===== src/arc_pkg.sv =====
// Shared constants for the reclosing sequencer
package arc_pkg;
  // Clock and processing tick
  localparam int CLK_PERIOD_NS = 10;
  localparam int TICK_PERIOD_NS = 1000000;
  localparam int TICK_CYCLES = TICK_PERIOD_NS / CLK_PERIOD_NS;
  // Widths
  localparam int TW = 16;
  localparam int AW = 7;
  // Register byte offsets
  localparam logic [6:0] OFS_CTRL = 7'h00;
  localparam logic [6:0] OFS_ACTION = 7'h04;
  localparam logic [6:0] OFS_MAXST = 7'h08;
  localparam logic [6:0] OFS_RECLAIM = 7'h0c;
  localparam logic [6:0] OFS_CBTO = 7'h10;
  localparam logic [6:0] OFS_DYNBLK = 7'h14;
  localparam logic [6:0] OFS_CLOSE = 7'h18;
  localparam logic [6:0] OFS_MANUAL = 7'h1c;
  localparam logic [6:0] OFS_DEAD1P = 7'h20;
  localparam logic [6:0] OFS_DEAD3P = 7'h30;
  localparam logic [6:0] OFS_STATUS = 7'h40;
  // Control word fields
  localparam int CTRL_OP_BIT = 0;
  localparam int CTRL_SHOT_LSB = 1;
  localparam int CTRL_SEL_BIT = 4;
  localparam logic [2:0] SHOT_MAX = 3'h4;
  // Reset values
  localparam logic [15:0] CTRL_RST = 16'h0000;
  localparam logic [15:0] TIME_RST = 16'h0064;
  // Status word fields
  localparam int STAT_SHOT_LSB = 4;
  localparam int STAT_RUN_BIT = 8;
  localparam int STAT_DYN_BIT = 9;
  localparam int STAT_CLOSE_BIT = 10;
  localparam int STAT_3PH_BIT = 11;
  // Bus responses
  localparam logic [1:0] RESP_OKAY = 2'h0;
  localparam logic [1:0] RESP_SLVERR = 2'h2;
  // Sequencer states
  typedef enum logic [3:0] {
    ST_IDLE, ST_ACTION, ST_TRIP, ST_DEAD, ST_CBWAIT,
    ST_RECLAIM, ST_DYNBLK, ST_MANBLK
  } arc_state_t;
endpackage : arc_pkg


===== src/arc_seq.sv =====
// Chosen here: the AXI4-Lite slave port and the register addresses.
`timescale 1ns/100ps
module arc_seq #(
  parameter int TICK_CYCLES = arc_pkg::TICK_CYCLES
) (
  // Clock and reset
  input wire logic i_ref_clk,
  input wire logic i_resetn,
  // AXI4-Lite write address
  input wire logic i_s_axi_awvalid,
  output logic o_s_axi_awready,
  input wire logic [arc_pkg::AW-1:0] i_s_axi_awaddr,
  // AXI4-Lite write data
  input wire logic i_s_axi_wvalid,
  output logic o_s_axi_wready,
  input wire logic [31:0] i_s_axi_wdata,
  input wire logic [3:0] i_s_axi_wstrb,
  // AXI4-Lite write response
  output logic o_s_axi_bvalid,
  input wire logic i_s_axi_bready,
  output logic [1:0] o_s_axi_bresp,
  // AXI4-Lite read address
  input wire logic i_s_axi_arvalid,
  output logic o_s_axi_arready,
  input wire logic [arc_pkg::AW-1:0] i_s_axi_araddr,
  // AXI4-Lite read data
  output logic o_s_axi_rvalid,
  input wire logic i_s_axi_rready,
  output logic [31:0] o_s_axi_rdata,
  output logic [1:0] o_s_axi_rresp,
  // Binary inputs from protection logic
  input wire logic i_protection_start_in,
  input wire logic i_reclose_trigger_in,
  input wire logic i_breaker_open_in,
  input wire logic i_breaker_ready_in,
  input wire logic i_reclose_block_in,
  input wire logic i_manual_close_in,
  input wire logic i_dead_time_shortcut_in,
  input wire logic i_three_phase_trip_in,
  input wire logic i_general_block_in,
  // Status outputs
  output logic o_close_command,
  output logic o_sequence_in_progress,
  output logic o_dynamic_blocked,
  output logic o_reclose_disabled,
  output logic [1:0] o_shot_number
);
  import arc_pkg::*;

  localparam int NIN = 9; // Synchronised inputs

  // Input synchronisers
  logic [NIN-1:0] pin_raw; // Raw pins
  logic [NIN-1:0] sync1; // First stage only
  logic [NIN-1:0] sync2; // Safe to use
  assign pin_raw = {i_general_block_in, i_three_phase_trip_in,
    i_dead_time_shortcut_in, i_manual_close_in, i_reclose_block_in,
    i_breaker_ready_in, i_breaker_open_in, i_reclose_trigger_in,
    i_protection_start_in};

  // Two flops before any logic reads a pin
  always_ff @(posedge i_ref_clk or negedge i_resetn) begin
    if (!i_resetn) begin
      sync1 <= '0;
      sync2 <= '0;
    end else begin
      sync1 <= pin_raw;
      sync2 <= sync1;
    end
  end

  // Named synchronised inputs
  wire pstart = sync2[0]; // Protection pickup
  wire trip = sync2[1]; // Trip trigger
  wire cb_open = sync2[2]; // Any pole open
  wire cb_ready = sync2[3]; // Breaker can close
  wire blk_in = sync2[4]; // User block
  wire man_cl = sync2[5]; // Manual close
  wire shortcut = sync2[6]; // Reduced dead time
  wire tri3 = sync2[7]; // Three-phase trip
  wire gen_blk = sync2[8]; // Device blocked

  // Settings array, word 0 is control
  logic [TW-1:0] cfg [0:15];

  // Processing tick prescaler
  logic [31:0] presc; // Cycle counter
  logic tick; // One-cycle tick

  // Shared tick for every sequence timer
  always_ff @(posedge i_ref_clk or negedge i_resetn) begin
    if (!i_resetn) begin
      presc <= '0;
      tick <= 1'b0;
    end else begin
      tick <= (presc == 32'(TICK_CYCLES - 1));
      // Wrap on the same compare so the period is exactly TICK_CYCLES
      presc <= (presc == 32'(TICK_CYCLES - 1)) ? '0 : presc + 32'h1;
    end
  end

  // Control fields
  wire op_en = cfg[0][CTRL_OP_BIT];
  wire sel_open = cfg[0][CTRL_SEL_BIT]; // 1: open starts dead
  wire [2:0] shot_req = cfg[0][CTRL_SHOT_LSB +: 3];
  // Codes above four mean all four
  wire [2:0] shot_lim = (shot_req > SHOT_MAX) ? SHOT_MAX : shot_req;

  // Anything here forces the sequencer idle
  wire inhibit = !op_en || blk_in || gen_blk
    || (shot_lim == 3'h0);

  // Sequencer state
  arc_state_t state, next_state;
  logic [1:0] shot, next_shot; // Shot index 0..3
  logic three_used, next_three; // Sticky three-phase

  // Timer control
  logic ld_main; // Reload main timer
  logic [3:0] main_idx; // Setting for main timer
  logic ld_close; // Start close and reclaim
  logic stop_all; // Abort close and reclaim
  logic main_exp, close_exp, rec_exp;
  logic main_run, close_run, rec_run;

  // Dead time setting for this shot
  wire use3 = three_used || tri3;
  wire [3:0] dead_idx = {1'b1, use3, shot};
  // Start condition chosen by setting
  wire start_cond = sel_open ? cb_open : !trip;
  // Room for another shot
  wire more_shots = ({1'b0, shot} + 3'h1) < shot_lim;
  wire restart = trip || pstart; // Pickup in reclaim

  // Next-state logic
  always_comb begin
    next_state = state;
    next_shot = shot;
    next_three = three_used;
    ld_main = 1'b0;
    main_idx = OFS_ACTION[5:2];
    ld_close = 1'b0;
    stop_all = 1'b0;
    if (inhibit) begin
      // Blocked: drop everything
      next_state = ST_IDLE;
      next_shot = 2'h0;
      next_three = 1'b0;
      stop_all = 1'b1;
    end else if (man_cl) begin
      // Manual close: hold off for set time
      next_state = ST_MANBLK;
      next_shot = 2'h0;
      next_three = 1'b0;
      ld_main = 1'b1;
      main_idx = OFS_MANUAL[5:2];
      stop_all = 1'b1;
    end else begin
      case (state)
        ST_IDLE: begin
          if (trip) begin
            // Trip at once skips the action wait
            next_state = ST_TRIP;
            ld_main = 1'b1;
            main_idx = OFS_MAXST[5:2];
          end else if (pstart) begin
            next_state = ST_ACTION;
            ld_main = 1'b1;
          end
        end
        ST_ACTION: begin
          if (trip) begin
            next_state = ST_TRIP;
            ld_main = 1'b1;
            main_idx = OFS_MAXST[5:2];
          end else if (main_exp) begin
            next_state = ST_DYNBLK;
            ld_main = 1'b1;
            main_idx = OFS_DYNBLK[5:2];
          end
        end
        ST_TRIP: begin
          if (tri3) begin
            next_three = 1'b1;
          end
          if (start_cond) begin
            next_state = ST_DEAD;
            ld_main = 1'b1;
            main_idx = dead_idx;
          end else if (main_exp) begin
            // Trip too long or breaker never opened
            next_state = ST_DYNBLK;
            ld_main = 1'b1;
            main_idx = OFS_DYNBLK[5:2];
          end
        end
        ST_DEAD: begin
          if (main_exp || shortcut) begin
            if (cb_ready) begin
              next_state = ST_RECLAIM;
              ld_close = 1'b1;
            end else begin
              next_state = ST_CBWAIT;
              ld_main = 1'b1;
              main_idx = OFS_CBTO[5:2];
            end
          end
        end
        ST_CBWAIT: begin
          if (cb_ready) begin
            next_state = ST_RECLAIM;
            ld_close = 1'b1;
          end else if (main_exp) begin
            next_state = ST_DYNBLK;
            ld_main = 1'b1;
            main_idx = OFS_DYNBLK[5:2];
          end
        end
        ST_RECLAIM: begin
          if (restart) begin
            stop_all = 1'b1;
            ld_main = 1'b1;
            if (!more_shots) begin
              // Last permitted shot failed
              next_state = ST_DYNBLK;
              main_idx = OFS_DYNBLK[5:2];
            end else if (trip) begin
              next_shot = shot + 2'h1;
              next_state = ST_TRIP;
              main_idx = OFS_MAXST[5:2];
            end else begin
              next_shot = shot + 2'h1;
              next_state = ST_ACTION;
            end
          end else if (rec_exp) begin
            // Fault cleared: next fault is shot one
            next_state = ST_IDLE;
            next_shot = 2'h0;
            next_three = 1'b0;
          end
        end
        ST_DYNBLK, ST_MANBLK: begin
          if (main_exp) begin
            next_state = ST_IDLE;
            next_shot = 2'h0;
            next_three = 1'b0;
          end
        end
        default: begin
          next_state = ST_IDLE;
        end
      endcase
    end
  end

  // State registers, general reset returns idle
  always_ff @(posedge i_ref_clk or negedge i_resetn) begin
    if (!i_resetn) begin
      state <= ST_IDLE;
      shot <= 2'h0;
      three_used <= 1'b0;
    end else begin
      state <= next_state;
      shot <= next_shot;
      three_used <= next_three;
    end
  end

  // Main phase timer, one phase at a time
  arc_timer #(.W(TW)) u_main (
    .i_ref_clk(i_ref_clk),
    .i_resetn(i_resetn),
    .i_tick(tick),
    .i_load(ld_main),
    .i_stop(inhibit),
    .i_value(cfg[main_idx]),
    .o_running(main_run),
    .o_expired(main_exp)
  );

  // Close pulse timer
  arc_timer #(.W(TW)) u_close (
    .i_ref_clk(i_ref_clk),
    .i_resetn(i_resetn),
    .i_tick(tick),
    .i_load(ld_close),
    .i_stop(stop_all),
    .i_value(cfg[OFS_CLOSE[5:2]]),
    .o_running(close_run),
    .o_expired(close_exp)
  );

  // Reclaim timer runs alongside the pulse
  arc_timer #(.W(TW)) u_reclaim (
    .i_ref_clk(i_ref_clk),
    .i_resetn(i_resetn),
    .i_tick(tick),
    .i_load(ld_close),
    .i_stop(stop_all),
    .i_value(cfg[OFS_RECLAIM[5:2]]),
    .o_running(rec_run),
    .o_expired(rec_exp)
  );

  // Status flops; decoded from next state to stay in step
  wire run_next = (next_state == ST_TRIP) || (next_state == ST_DEAD)
    || (next_state == ST_CBWAIT) || (next_state == ST_RECLAIM);

  always_ff @(posedge i_ref_clk or negedge i_resetn) begin
    if (!i_resetn) begin
      o_close_command <= 1'b0;
      o_sequence_in_progress <= 1'b0;
      o_dynamic_blocked <= 1'b0;
      o_reclose_disabled <= 1'b0;
    end else begin
      // Pulse ends on expiry, trip or leaving reclaim
      if (ld_close) begin
        o_close_command <= 1'b1;
      end else if (close_exp || trip || next_state != ST_RECLAIM) begin
        o_close_command <= 1'b0;
      end
      o_sequence_in_progress <= run_next;
      o_dynamic_blocked <= (next_state == ST_DYNBLK);
      o_reclose_disabled <= inhibit || (next_state == ST_MANBLK);
    end
  end
  assign o_shot_number = shot;

  // Status word for software
  wire [31:0] status_word = 32'({three_used, o_close_command, o_dynamic_blocked,
    o_sequence_in_progress, 2'h0, shot, state});

  // Write channel holding registers
  logic aw_hold, w_hold;
  logic [AW-1:0] aw_addr;
  logic [15:0] w_data;
  logic [1:0] w_strb;
  assign o_s_axi_awready = !aw_hold && !o_s_axi_bvalid;
  assign o_s_axi_wready = !w_hold && !o_s_axi_bvalid;
  wire wr_go = aw_hold && w_hold && !o_s_axi_bvalid;
  wire [3:0] wr_idx = aw_addr[5:2];
  wire wr_cfg = aw_addr < OFS_STATUS; // Writable words
  wire wr_ok = aw_addr[6:2] <= OFS_STATUS[6:2]; // Status write ignored

  // Address and data taken in either order
  always_ff @(posedge i_ref_clk or negedge i_resetn) begin
    if (!i_resetn) begin
      aw_hold <= 1'b0;
      w_hold <= 1'b0;
      aw_addr <= '0;
      w_data <= '0;
      w_strb <= '0;
      o_s_axi_bvalid <= 1'b0;
      o_s_axi_bresp <= RESP_OKAY;
    end else begin
      if (i_s_axi_awvalid && o_s_axi_awready) begin
        aw_hold <= 1'b1;
        aw_addr <= i_s_axi_awaddr;
      end
      if (i_s_axi_wvalid && o_s_axi_wready) begin
        w_hold <= 1'b1;
        w_data <= i_s_axi_wdata[15:0];
        w_strb <= i_s_axi_wstrb[1:0];
      end
      if (wr_go) begin
        aw_hold <= 1'b0;
        w_hold <= 1'b0;
        o_s_axi_bvalid <= 1'b1;
        o_s_axi_bresp <= wr_ok ? RESP_OKAY : RESP_SLVERR;
      end else if (i_s_axi_bready) begin
        o_s_axi_bvalid <= 1'b0;
      end
    end
  end

  // Settings store, only low two byte lanes exist
  always_ff @(posedge i_ref_clk or negedge i_resetn) begin
    if (!i_resetn) begin
      for (int i = 0; i < 16; i++) begin
        cfg[i] <= (i == 0) ? CTRL_RST : TIME_RST;
      end
    end else if (wr_go && wr_cfg) begin
      if (w_strb[0]) begin
        cfg[wr_idx][7:0] <= w_data[7:0];
      end
      if (w_strb[1]) begin
        cfg[wr_idx][15:8] <= w_data[15:8];
      end
    end
  end

  // Read decode
  wire [3:0] rd_idx = i_s_axi_araddr[5:2];
  wire rd_cfg = i_s_axi_araddr < OFS_STATUS;
  wire rd_stat = i_s_axi_araddr[6:2] == OFS_STATUS[6:2];
  wire [31:0] rd_word = rd_cfg ? {16'h0000, cfg[rd_idx]}
    : (rd_stat ? status_word : 32'h0000_0000);
  assign o_s_axi_arready = !o_s_axi_rvalid;

  // Read answers one cycle after the address
  always_ff @(posedge i_ref_clk or negedge i_resetn) begin
    if (!i_resetn) begin
      o_s_axi_rvalid <= 1'b0;
      o_s_axi_rdata <= '0;
      o_s_axi_rresp <= RESP_OKAY;
    end else if (i_s_axi_arvalid && o_s_axi_arready) begin
      o_s_axi_rvalid <= 1'b1;
      o_s_axi_rdata <= rd_word;
      o_s_axi_rresp <= (rd_cfg || rd_stat) ? RESP_OKAY : RESP_SLVERR;
    end else if (i_s_axi_rready) begin
      o_s_axi_rvalid <= 1'b0;
    end
  end
endmodule : arc_seq


===== src/arc_timer.sv =====
`timescale 1ns/100ps
// Down counter of processing ticks
module arc_timer #(
  parameter int W = 16
) (
  // Clock and reset
  input wire logic i_ref_clk,
  input wire logic i_resetn,
  // Control
  input wire logic i_tick,
  input wire logic i_load,
  input wire logic i_stop,
  input wire logic [W-1:0] i_value,
  // Status
  output logic o_running,
  output logic o_expired
);
  logic [W-1:0] count; // Ticks left

  // Load wins over stop so a restart is never lost
  always_ff @(posedge i_ref_clk or negedge i_resetn) begin
    if (!i_resetn) begin
      count <= '0;
      o_running <= 1'b0;
      o_expired <= 1'b0;
    end else begin
      o_expired <= 1'b0;
      if (i_load) begin
        count <= i_value;
        o_running <= 1'b1;
      end else if (i_stop) begin
        o_running <= 1'b0;
      end else if (o_running && i_tick) begin
        // Zero setting expires on the first tick
        if (count <= W'(1)) begin
          o_running <= 1'b0;
          o_expired <= 1'b1;
        end else begin
          count <= count - W'(1);
        end
      end
    end
  end
endmodule : arc_timer


===== config.mk =====
export PLATFORM = sky130hd
export DESIGN_NAME = arc_seq
export DESIGN_NICKNAME = d
export VERILOG_FILES = /design/src/arc_pkg.sv /design/src/arc_seq.sv /design/src/arc_timer.sv
export SDC_FILE = /design/constraint.sdc
export NUM_CORES = 1
export LEC_CHECK = 0
export ABC_AREA = 1
export BUFFER_PORTS_ARGS = -buffer_cell sky130_fd_sc_hd__buf_4
export CAP_MARGIN = 15
export CORE_UTILIZATION = 60
export DETAILED_ROUTE_END_ITERATION = 8
export GPL_ROUTABILITY_DRIVEN = 0
export PLACE_DENSITY = 0.78
export SYNTH_ARGS = -nofsm -noshare
export SYNTH_HDL_FRONTEND = slang
export SYNTH_SLANG_ARGS = --single-unit

===== constraint.sdc =====
create_clock -name i_ref_clk -period 2.6 [get_ports i_ref_clk]
set_input_delay 0.39 -clock i_ref_clk [delete_from_list [all_inputs] [get_ports i_ref_clk]]
set_output_delay 0.39 -clock i_ref_clk [all_outputs]
set_load 0.01 [all_outputs]

After elaboration in Yosys (flattened, before gate mapping) --
Cells that the tools add are included.
Word-level totals: output and inout port bits 47, register bits after elaboration 437, bits in read-only memories 0, memories kept 0, bits in latches 0, RAM bits 0, word-level logic and storage cells 281
Operators by class: $mul 0, eq/ne operators 27, $lt $le $gt $ge 12, muxes and demuxes 129, shift operators 0, reduce and logical (&&, ||, !) cells 58, div/mod/pow operators 0, add/subtract/negate cells 6, bitwise gates (word level) 3
Operator list (count):
- 256-bit two-way mux | 3
- 256-bit bitwise mux | 2
- 16-bit two-way mux | 18
- 16-bit binary-select mux with 4-bit select | 2
- 16-bit demux with 4-bit select | 2
- 4-bit two-way mux | 18
- 1-bit two-way mux | 60
- 16-bit by 1-bit less-or-equal comparator with 1-bit output (second input constant) | 3
- 16-bit by 1-bit subtractor with 16-bit output (second input constant) | 3
- 32-bit by 1-bit adder with 32-bit output (second input constant) | 1
- 32-bit by 17-bit == test with 1-bit output (second input constant) | 1
- 4-bit by 3-bit == test with 1-bit output (second input constant) | 8
- 32-bit two-way mux | 1
- 4-bit one-hot mux with 7 select lines | 1
- 4-bit one-hot mux with 6 select lines | 1
- 2-bit two-way mux | 9
- 3-bit two-way mux | 6
- 3-bit nonzero test | 6
- 4-bit by 2-bit == test with 1-bit output (second input constant) | 4
- 2-bit nonzero test | 8
- 5-bit >= comparator (second input constant) | 3
- 4-bit NOT with 5-bit output | 3
- 7-bit < comparator (second input constant) | 2
- 1-bit logical OR | 13
- 31 further kinds | 57

Depth between registers and ports, before layout --
word-level depth 13, mapped depth 18, depth with buffers taken out 17

By module --
A second synthesis with hierarchy kept.
Second synthesis, totals: cell total of the unflattened synthesis 3182, area total of the unflattened synthesis 23488.8 µm²
By module, submodules not included:
- arc_seq | cells an instance 2537, area an instance 19476.2 µm², times used 1, seq. area each 9140.0 µm²
- arc_timer | cells an instance 215, area an instance 1337.5 µm², times used 3, seq. area each 450.4 µm²

Worst setup path before layout --
OpenSTA, ideal clock, no wires.
path kind register to register, from register shot[0], in the netlist o_shot_number[0], to register u_main.count[13], path buffers 3, required time 2523 ps, clock period less this slack 2340 ps, cell stages (with the launch flop) 17, data arrival time 2263 ps, path slack 260 ps, path through dfrtp_1 ha_1 ha_1 nand2_1 inv_1 nand2_1 nand3_1 nand2_1 buf_4 buf_4 buf_2 nand4_1 nand3_1 nand3_1 nand3_1 nand3_1 a21oi_1
Between the ends: longest elaborated chain between the ends 12, elaborated cells on any way between the ends 13, classes of those cells 1 x add/sub; 1 x order compare; 10 x mux; 1 x bitwise
Ends and longest elaborated chain:
- start: declaration | line arc_seq.sv:115 | logic [1:0] shot, next_shot;
- start signal: assignment | line arc_seq.sv:264 | shot <= next_shot;
- 2-bit by 1-bit adder with 3-bit output | line arc_seq.sv:132 | wire more_shots = ({1'b0, shot} + 3'h1) < shot_lim;
- 3-bit < comparator | line arc_seq.sv:132
- 4-bit two-way mux | line arc_seq.sv:223 | if (!more_shots) begin
- 4-bit two-way mux | line arc_seq.sv:220 | if (restart) begin
- 4-bit one-hot mux with 6 select lines * | line arc_seq.sv:159 | case (state)
- 4-bit two-way mux * | line arc_seq.sv:150 | end else if (man_cl) begin
- 4-bit two-way mux * | line arc_seq.sv:144 | if (inhibit) begin
- 4-bit NOT with 5-bit output (not written as such) * | line arc_seq.sv:276 | .i_value(cfg[main_idx]),
- 16-bit binary-select mux with 4-bit select * | line arc_seq.sv:276
- 16-bit two-way mux (not written as such) * (2 in series) | line arc_seq.sv:276
- 16-bit two-way mux * | line arc_timer.sv:28 | if (i_load) begin
- end signal: assignment | line arc_timer.sv:29 | count <= i_value;
- end signal: assignment | line arc_timer.sv:39 | count <= count - W'(1);
- end: declaration | line arc_timer.sv:18 | logic [W-1:0] count;
Every way passes the cells marked *; elsewhere a longest branch is shown, timed or not. The select of a mux whose other input is x is not followed. A chain may end at the register's enable or synchronous reset.

Final worst setup path --
from register shot[0], in the netlist o_shot_number[0], to register u_main.count[3]
The elaborated chain is that of the path after synthesis.

==> flow_summary.ini <==
[global_routing]
grt_max_degree = 102
grt_overflow_total = 0
antenna_found_initial = 1
gr-usage-all-layers_pct = 37.9
grt_pass1_vias = 21500
grt_pass1_wl_um = 115000

[worst_setup_path]
end_kind = flip-flop
setup.worst_path.class = reg -> reg
max_stage_delay_ns = 0.40
reg2regPathDepth = 17
r2r_start = o_shot_number[0]$_DFFE_PN0P_
reg2reg_to = u_main.count[3]$_DFFE_PN0P_
crit_family = simple AND/OR/NAND/NOR gates
critPathLaunchType = flip-flop
crit_fanout = 6
worstPathCellList = ha_4 > ha_1 > nand2_1 > inv_1 > nand2_2 > nand2_1 > nand2_2 > nand2_1 > nor2_1 > nand3_2 > nand2_8 > buf_12 > clkbuf_16 > nand3_1 > nand3_1 > nand3_1 > a21oi_1
crit_arrival_ns = 3.07
worst-path-buf-inv = 3
rrSetupSlack_ns = 0.05
worstPathRequired_ns = 3.11
cp_slowest_cell = dfrtp_1

[floorplan]
top_level_ports = 113
initial_core_util_pct = 61.5
placementRows = 70
die_x_um = 197
core-area_mm2 = 0.0370
die_area_mm2 = 0.0387
die_h_um = 197

[sta]
slew_violations = 0
final.setup.worst_slack_ns = 0.0487
hold_violations = 0
finalSetupViolations = 0
rsz0062_at_grt = true
worst_slew_pin_slew_ns = 0.892
clock.fmax_mhz = 392
period_share_pct = 98.1
fin_skew_ns = 0.0206
fin_crit_ns = 2.55
relSlewSlack_pct = 40.4

[clock_tree]
cts_tree = done
clk_pin_slew_ns = 0.06
clkSinkCount = 417
htreeDepth = 2
numCtsBuffers = 45
cts-root-buf = clkbuf_16
clk_latency_ns = 0.59
clk_path_buf_depth = 3

[layout]
final_util_pct = 70.1
drive_above_1_share_pct = 13.3
finalNetCount = 3030
fillCellCount = 2898
multi_input_area_mm2 = 0.0107
syn2layout_area_growth_pct = 14.0
regArea_mm2 = 0.0105
antenna_cells = 0
postLayoutCellArea_mm2 = 0.0259

[drt]
drcViolationCount = 0
drt_iter0_drc = 3082
drt_wl_total_um = 73400
drt-pass1-iter-count = 8
num_vias = 22700
avgRoutedWirePerCell_um = 21.0
vias_per_cell = 6.49
detail-route-antenna-nets = 0

[status]
status = finished, final reports clean

[synth]
synth_top_cell_by_area = dfrtp_1
yosysUniqueCellTypes = 61
ys.warnings.count = 0
synth_area_mm2 = 0.0227
synthMuxAreaShare_pct = 0.0495
synth_area_leaders = dfrtp_1, nand2_1, nand3_1
synth-seq-area-share_pct = 46.1
async_flop_share_pct = 100
synth_fa_ha_area_share_pct = 0.550
syn_area_per_cell_um2 = 7.78
syn_inst = 2925
synth_top_family_by_area = simple AND/OR/NAND/NOR gates
synth-edff-count = 0
synthFlopType = dfrtp_1
synth-xor-area-share_pct = 1.35
synth_compound_area_share_pct = 15.6
synthSimpleGateAreaFrac_pct = 28.9
synth_top_cell_area_share_pct = 40.9
ys_ff_latch = 417

[pwr]
p_leak_nw = 11.8
total_power_mw = 23.1
peakVddDrop_v = 0.000645
power_density_mw_per_mm2 = 890

[run]
drv_cap = 0

[placement]
port_buffers = 72
dp_hpwl_um = 46500
placed_area_mm2 = 0.0239
pre_cts_slack_ns = 0.0344

[min_path]
hold_depth = 2
hold_path_startpoint = i_s_axi_rready
hold_path_end = o_s_axi_rvalid$_DFFE_PN0P_
hold_path.class = in -> reg
## synthesized netlist by cell type, drive strengths merged (23+ instances only)
cell and n:
inv 166, buf 120, nand3 318, o22ai 34, a21oi 68, nand4 148, nor3 38, dfrtp 372
o221ai 32, dfstp 45, o21ai 440, nand2 623, o211ai 26, clkbuf 89, xor2 23, nor2 300
## timing repair
action	CTS	global route
gates resized for setup	1	21
setup buffers	1	5
hold buffers	10	0
setup endpoints to repair	1	18
gates cloned	1	6
pin swaps	0	3
endpoints found under the hold margin	47	0
## how the worst max path moves through the flow
| stage | startpoint | depth (start not counted) | end | slack (ns) |
|---|---|---|---|---|
| after global placement | o_shot_number[0]$_DFFE_PN0P_ | 15 | u_main.count[13]$_DFFE_PN0P_ | 0.04 |
| after CTS | o_shot_number[0]$_DFFE_PN0P_ | 15 | u_main.count[10]$_DFFE_PN0P_ | 0.02 |
| after global routing | o_shot_number[0]$_DFFE_PN0P_ | 17 | u_main.count[13]$_DFFE_PN0P_ | -0.04 |
| after floorplan | o_shot_number[0]$_DFFE_PN0P_ | 16 | u_main.count[13]$_DFFE_PN0P_ | 0.26 |
| after detailed placement | o_shot_number[0]$_DFFE_PN0P_ | 15 | u_main.count[10]$_DFFE_PN0P_ | 0.03 |
| final | o_shot_number[0]$_DFFE_PN0P_ | 17 | u_main.count[3]$_DFFE_PN0P_ | 0.05 |
## state kept, by name, indices dropped and copies added, names as in the netlist, 2 cells and up
register	count
presc	32
sync2	9
aw_addr	5
u_main.count	16
u_reclaim.count	16
cfg	256
w_strb	2
o_s_axi_rdata	16
o_shot_number	2
w_data	16
u_close.count	16
sync1	9
state	4
## layer usage
layer / vias to the layer above / wire length (um) / global-route usage, %
li1: 10100 / - / -
met1: 10600 / 27500 / 50.8
met2: 1640 / 31800 / 57.0
met3: 359 / 9520 / 9.02
met4: 2 / 4590 / 20.9
met5: - / 9 / 0
## metrics by stage
step	setup TNS, ns	hold WS, ns	std cells
2_1_floorplan	0	0.0944	2943
3_3_place_gp	0	0.318	3388
3_5_place_dp	0	0.319	3388
4_1_cts	0	0.00897	3483
5_1_grt	-0.108	0.0286	3494
6_report	0	0.0171	3494
## where the power goes
group | internal, mW | switching [mW] | leakage [nW] | total [mW]
logic | 2.01 | 3.74 | 5.57 | 5.75
clock network | 4.22 | 2.76 | 0.782 | 6.98
registers | 8.62 | 1.71 | 5.40 | 10.3
## cell type report
cell class / count / share of cell area, %
Clock buffer: 57 / 4.83
Timing Repair Buffer: 173 / 6.97
Sequential cell: 417 / 40.5
Tap cell: 504 / 2.43
Clock inverter: 26 / 1.37
Inverter: 167 / 2.46
Multi-Input combinational cell: 2150 / 41.5
## cell usage in the layout (no fill, tap or decap), drive strengths merged, types with 5 or more instances in the layout
| cell type | count |
|---|---|
| xor2 | 23 |
| o21ai | 440 |
| nor3 | 38 |
| a22oi | 10 |
| dlygate4sd3 | 10 |
| clkinvlp | 5 |
| a21oi | 68 |
| clkbuf | 62 |
| nand4 | 148 |
| a31oi | 6 |
| inv | 168 |
| dfstp | 45 |
| o221ai | 32 |
| o211ai | 26 |
| nand2 | 623 |
| a22o | 6 |
| nor2 | 300 |
| dfrtp | 372 |
| conb | 19 |
| xnor2 | 12 |
| o22ai | 34 |
| buf | 157 |
| bufinv | 8 |
| nand3 | 318 |
| clkinv | 12 |
| ha | 10 |
| nor4 | 11 |
## worst reg2reg max path, cell delays in order (launching register included)
cell and delay, ns:
dfrtp_1 0.40, ha_4 0.25, ha_1 0.27, nand2_1 0.06, inv_1 0.04, nand2_2 0.09
nand2_1 0.09, nand2_2 0.08, nand2_1 0.06, nor2_1 0.11, nand3_2 0.14, nand2_8 0.14
buf_12 0.14, clkbuf_16 0.17, nand3_1 0.14, nand3_1 0.12, nand3_1 0.08, a21oi_1 0.13
## cell families (layout without fill, tap and decap cells)
logic type / count (synthesis) / in the layout
adder cells (fa/ha/maj): 10 / 10
flip-flops: 417 / 417
AND/OR/NAND/NOR: 1446 / 1446
buffers and inverters: 376 / 423
XOR/XNOR: 35 / 35
multiplexers: 1 / 1
other: 1 / 19
AO/OA/AOI/OAI: 639 / 639
Power figures use the tool's default switching activity.
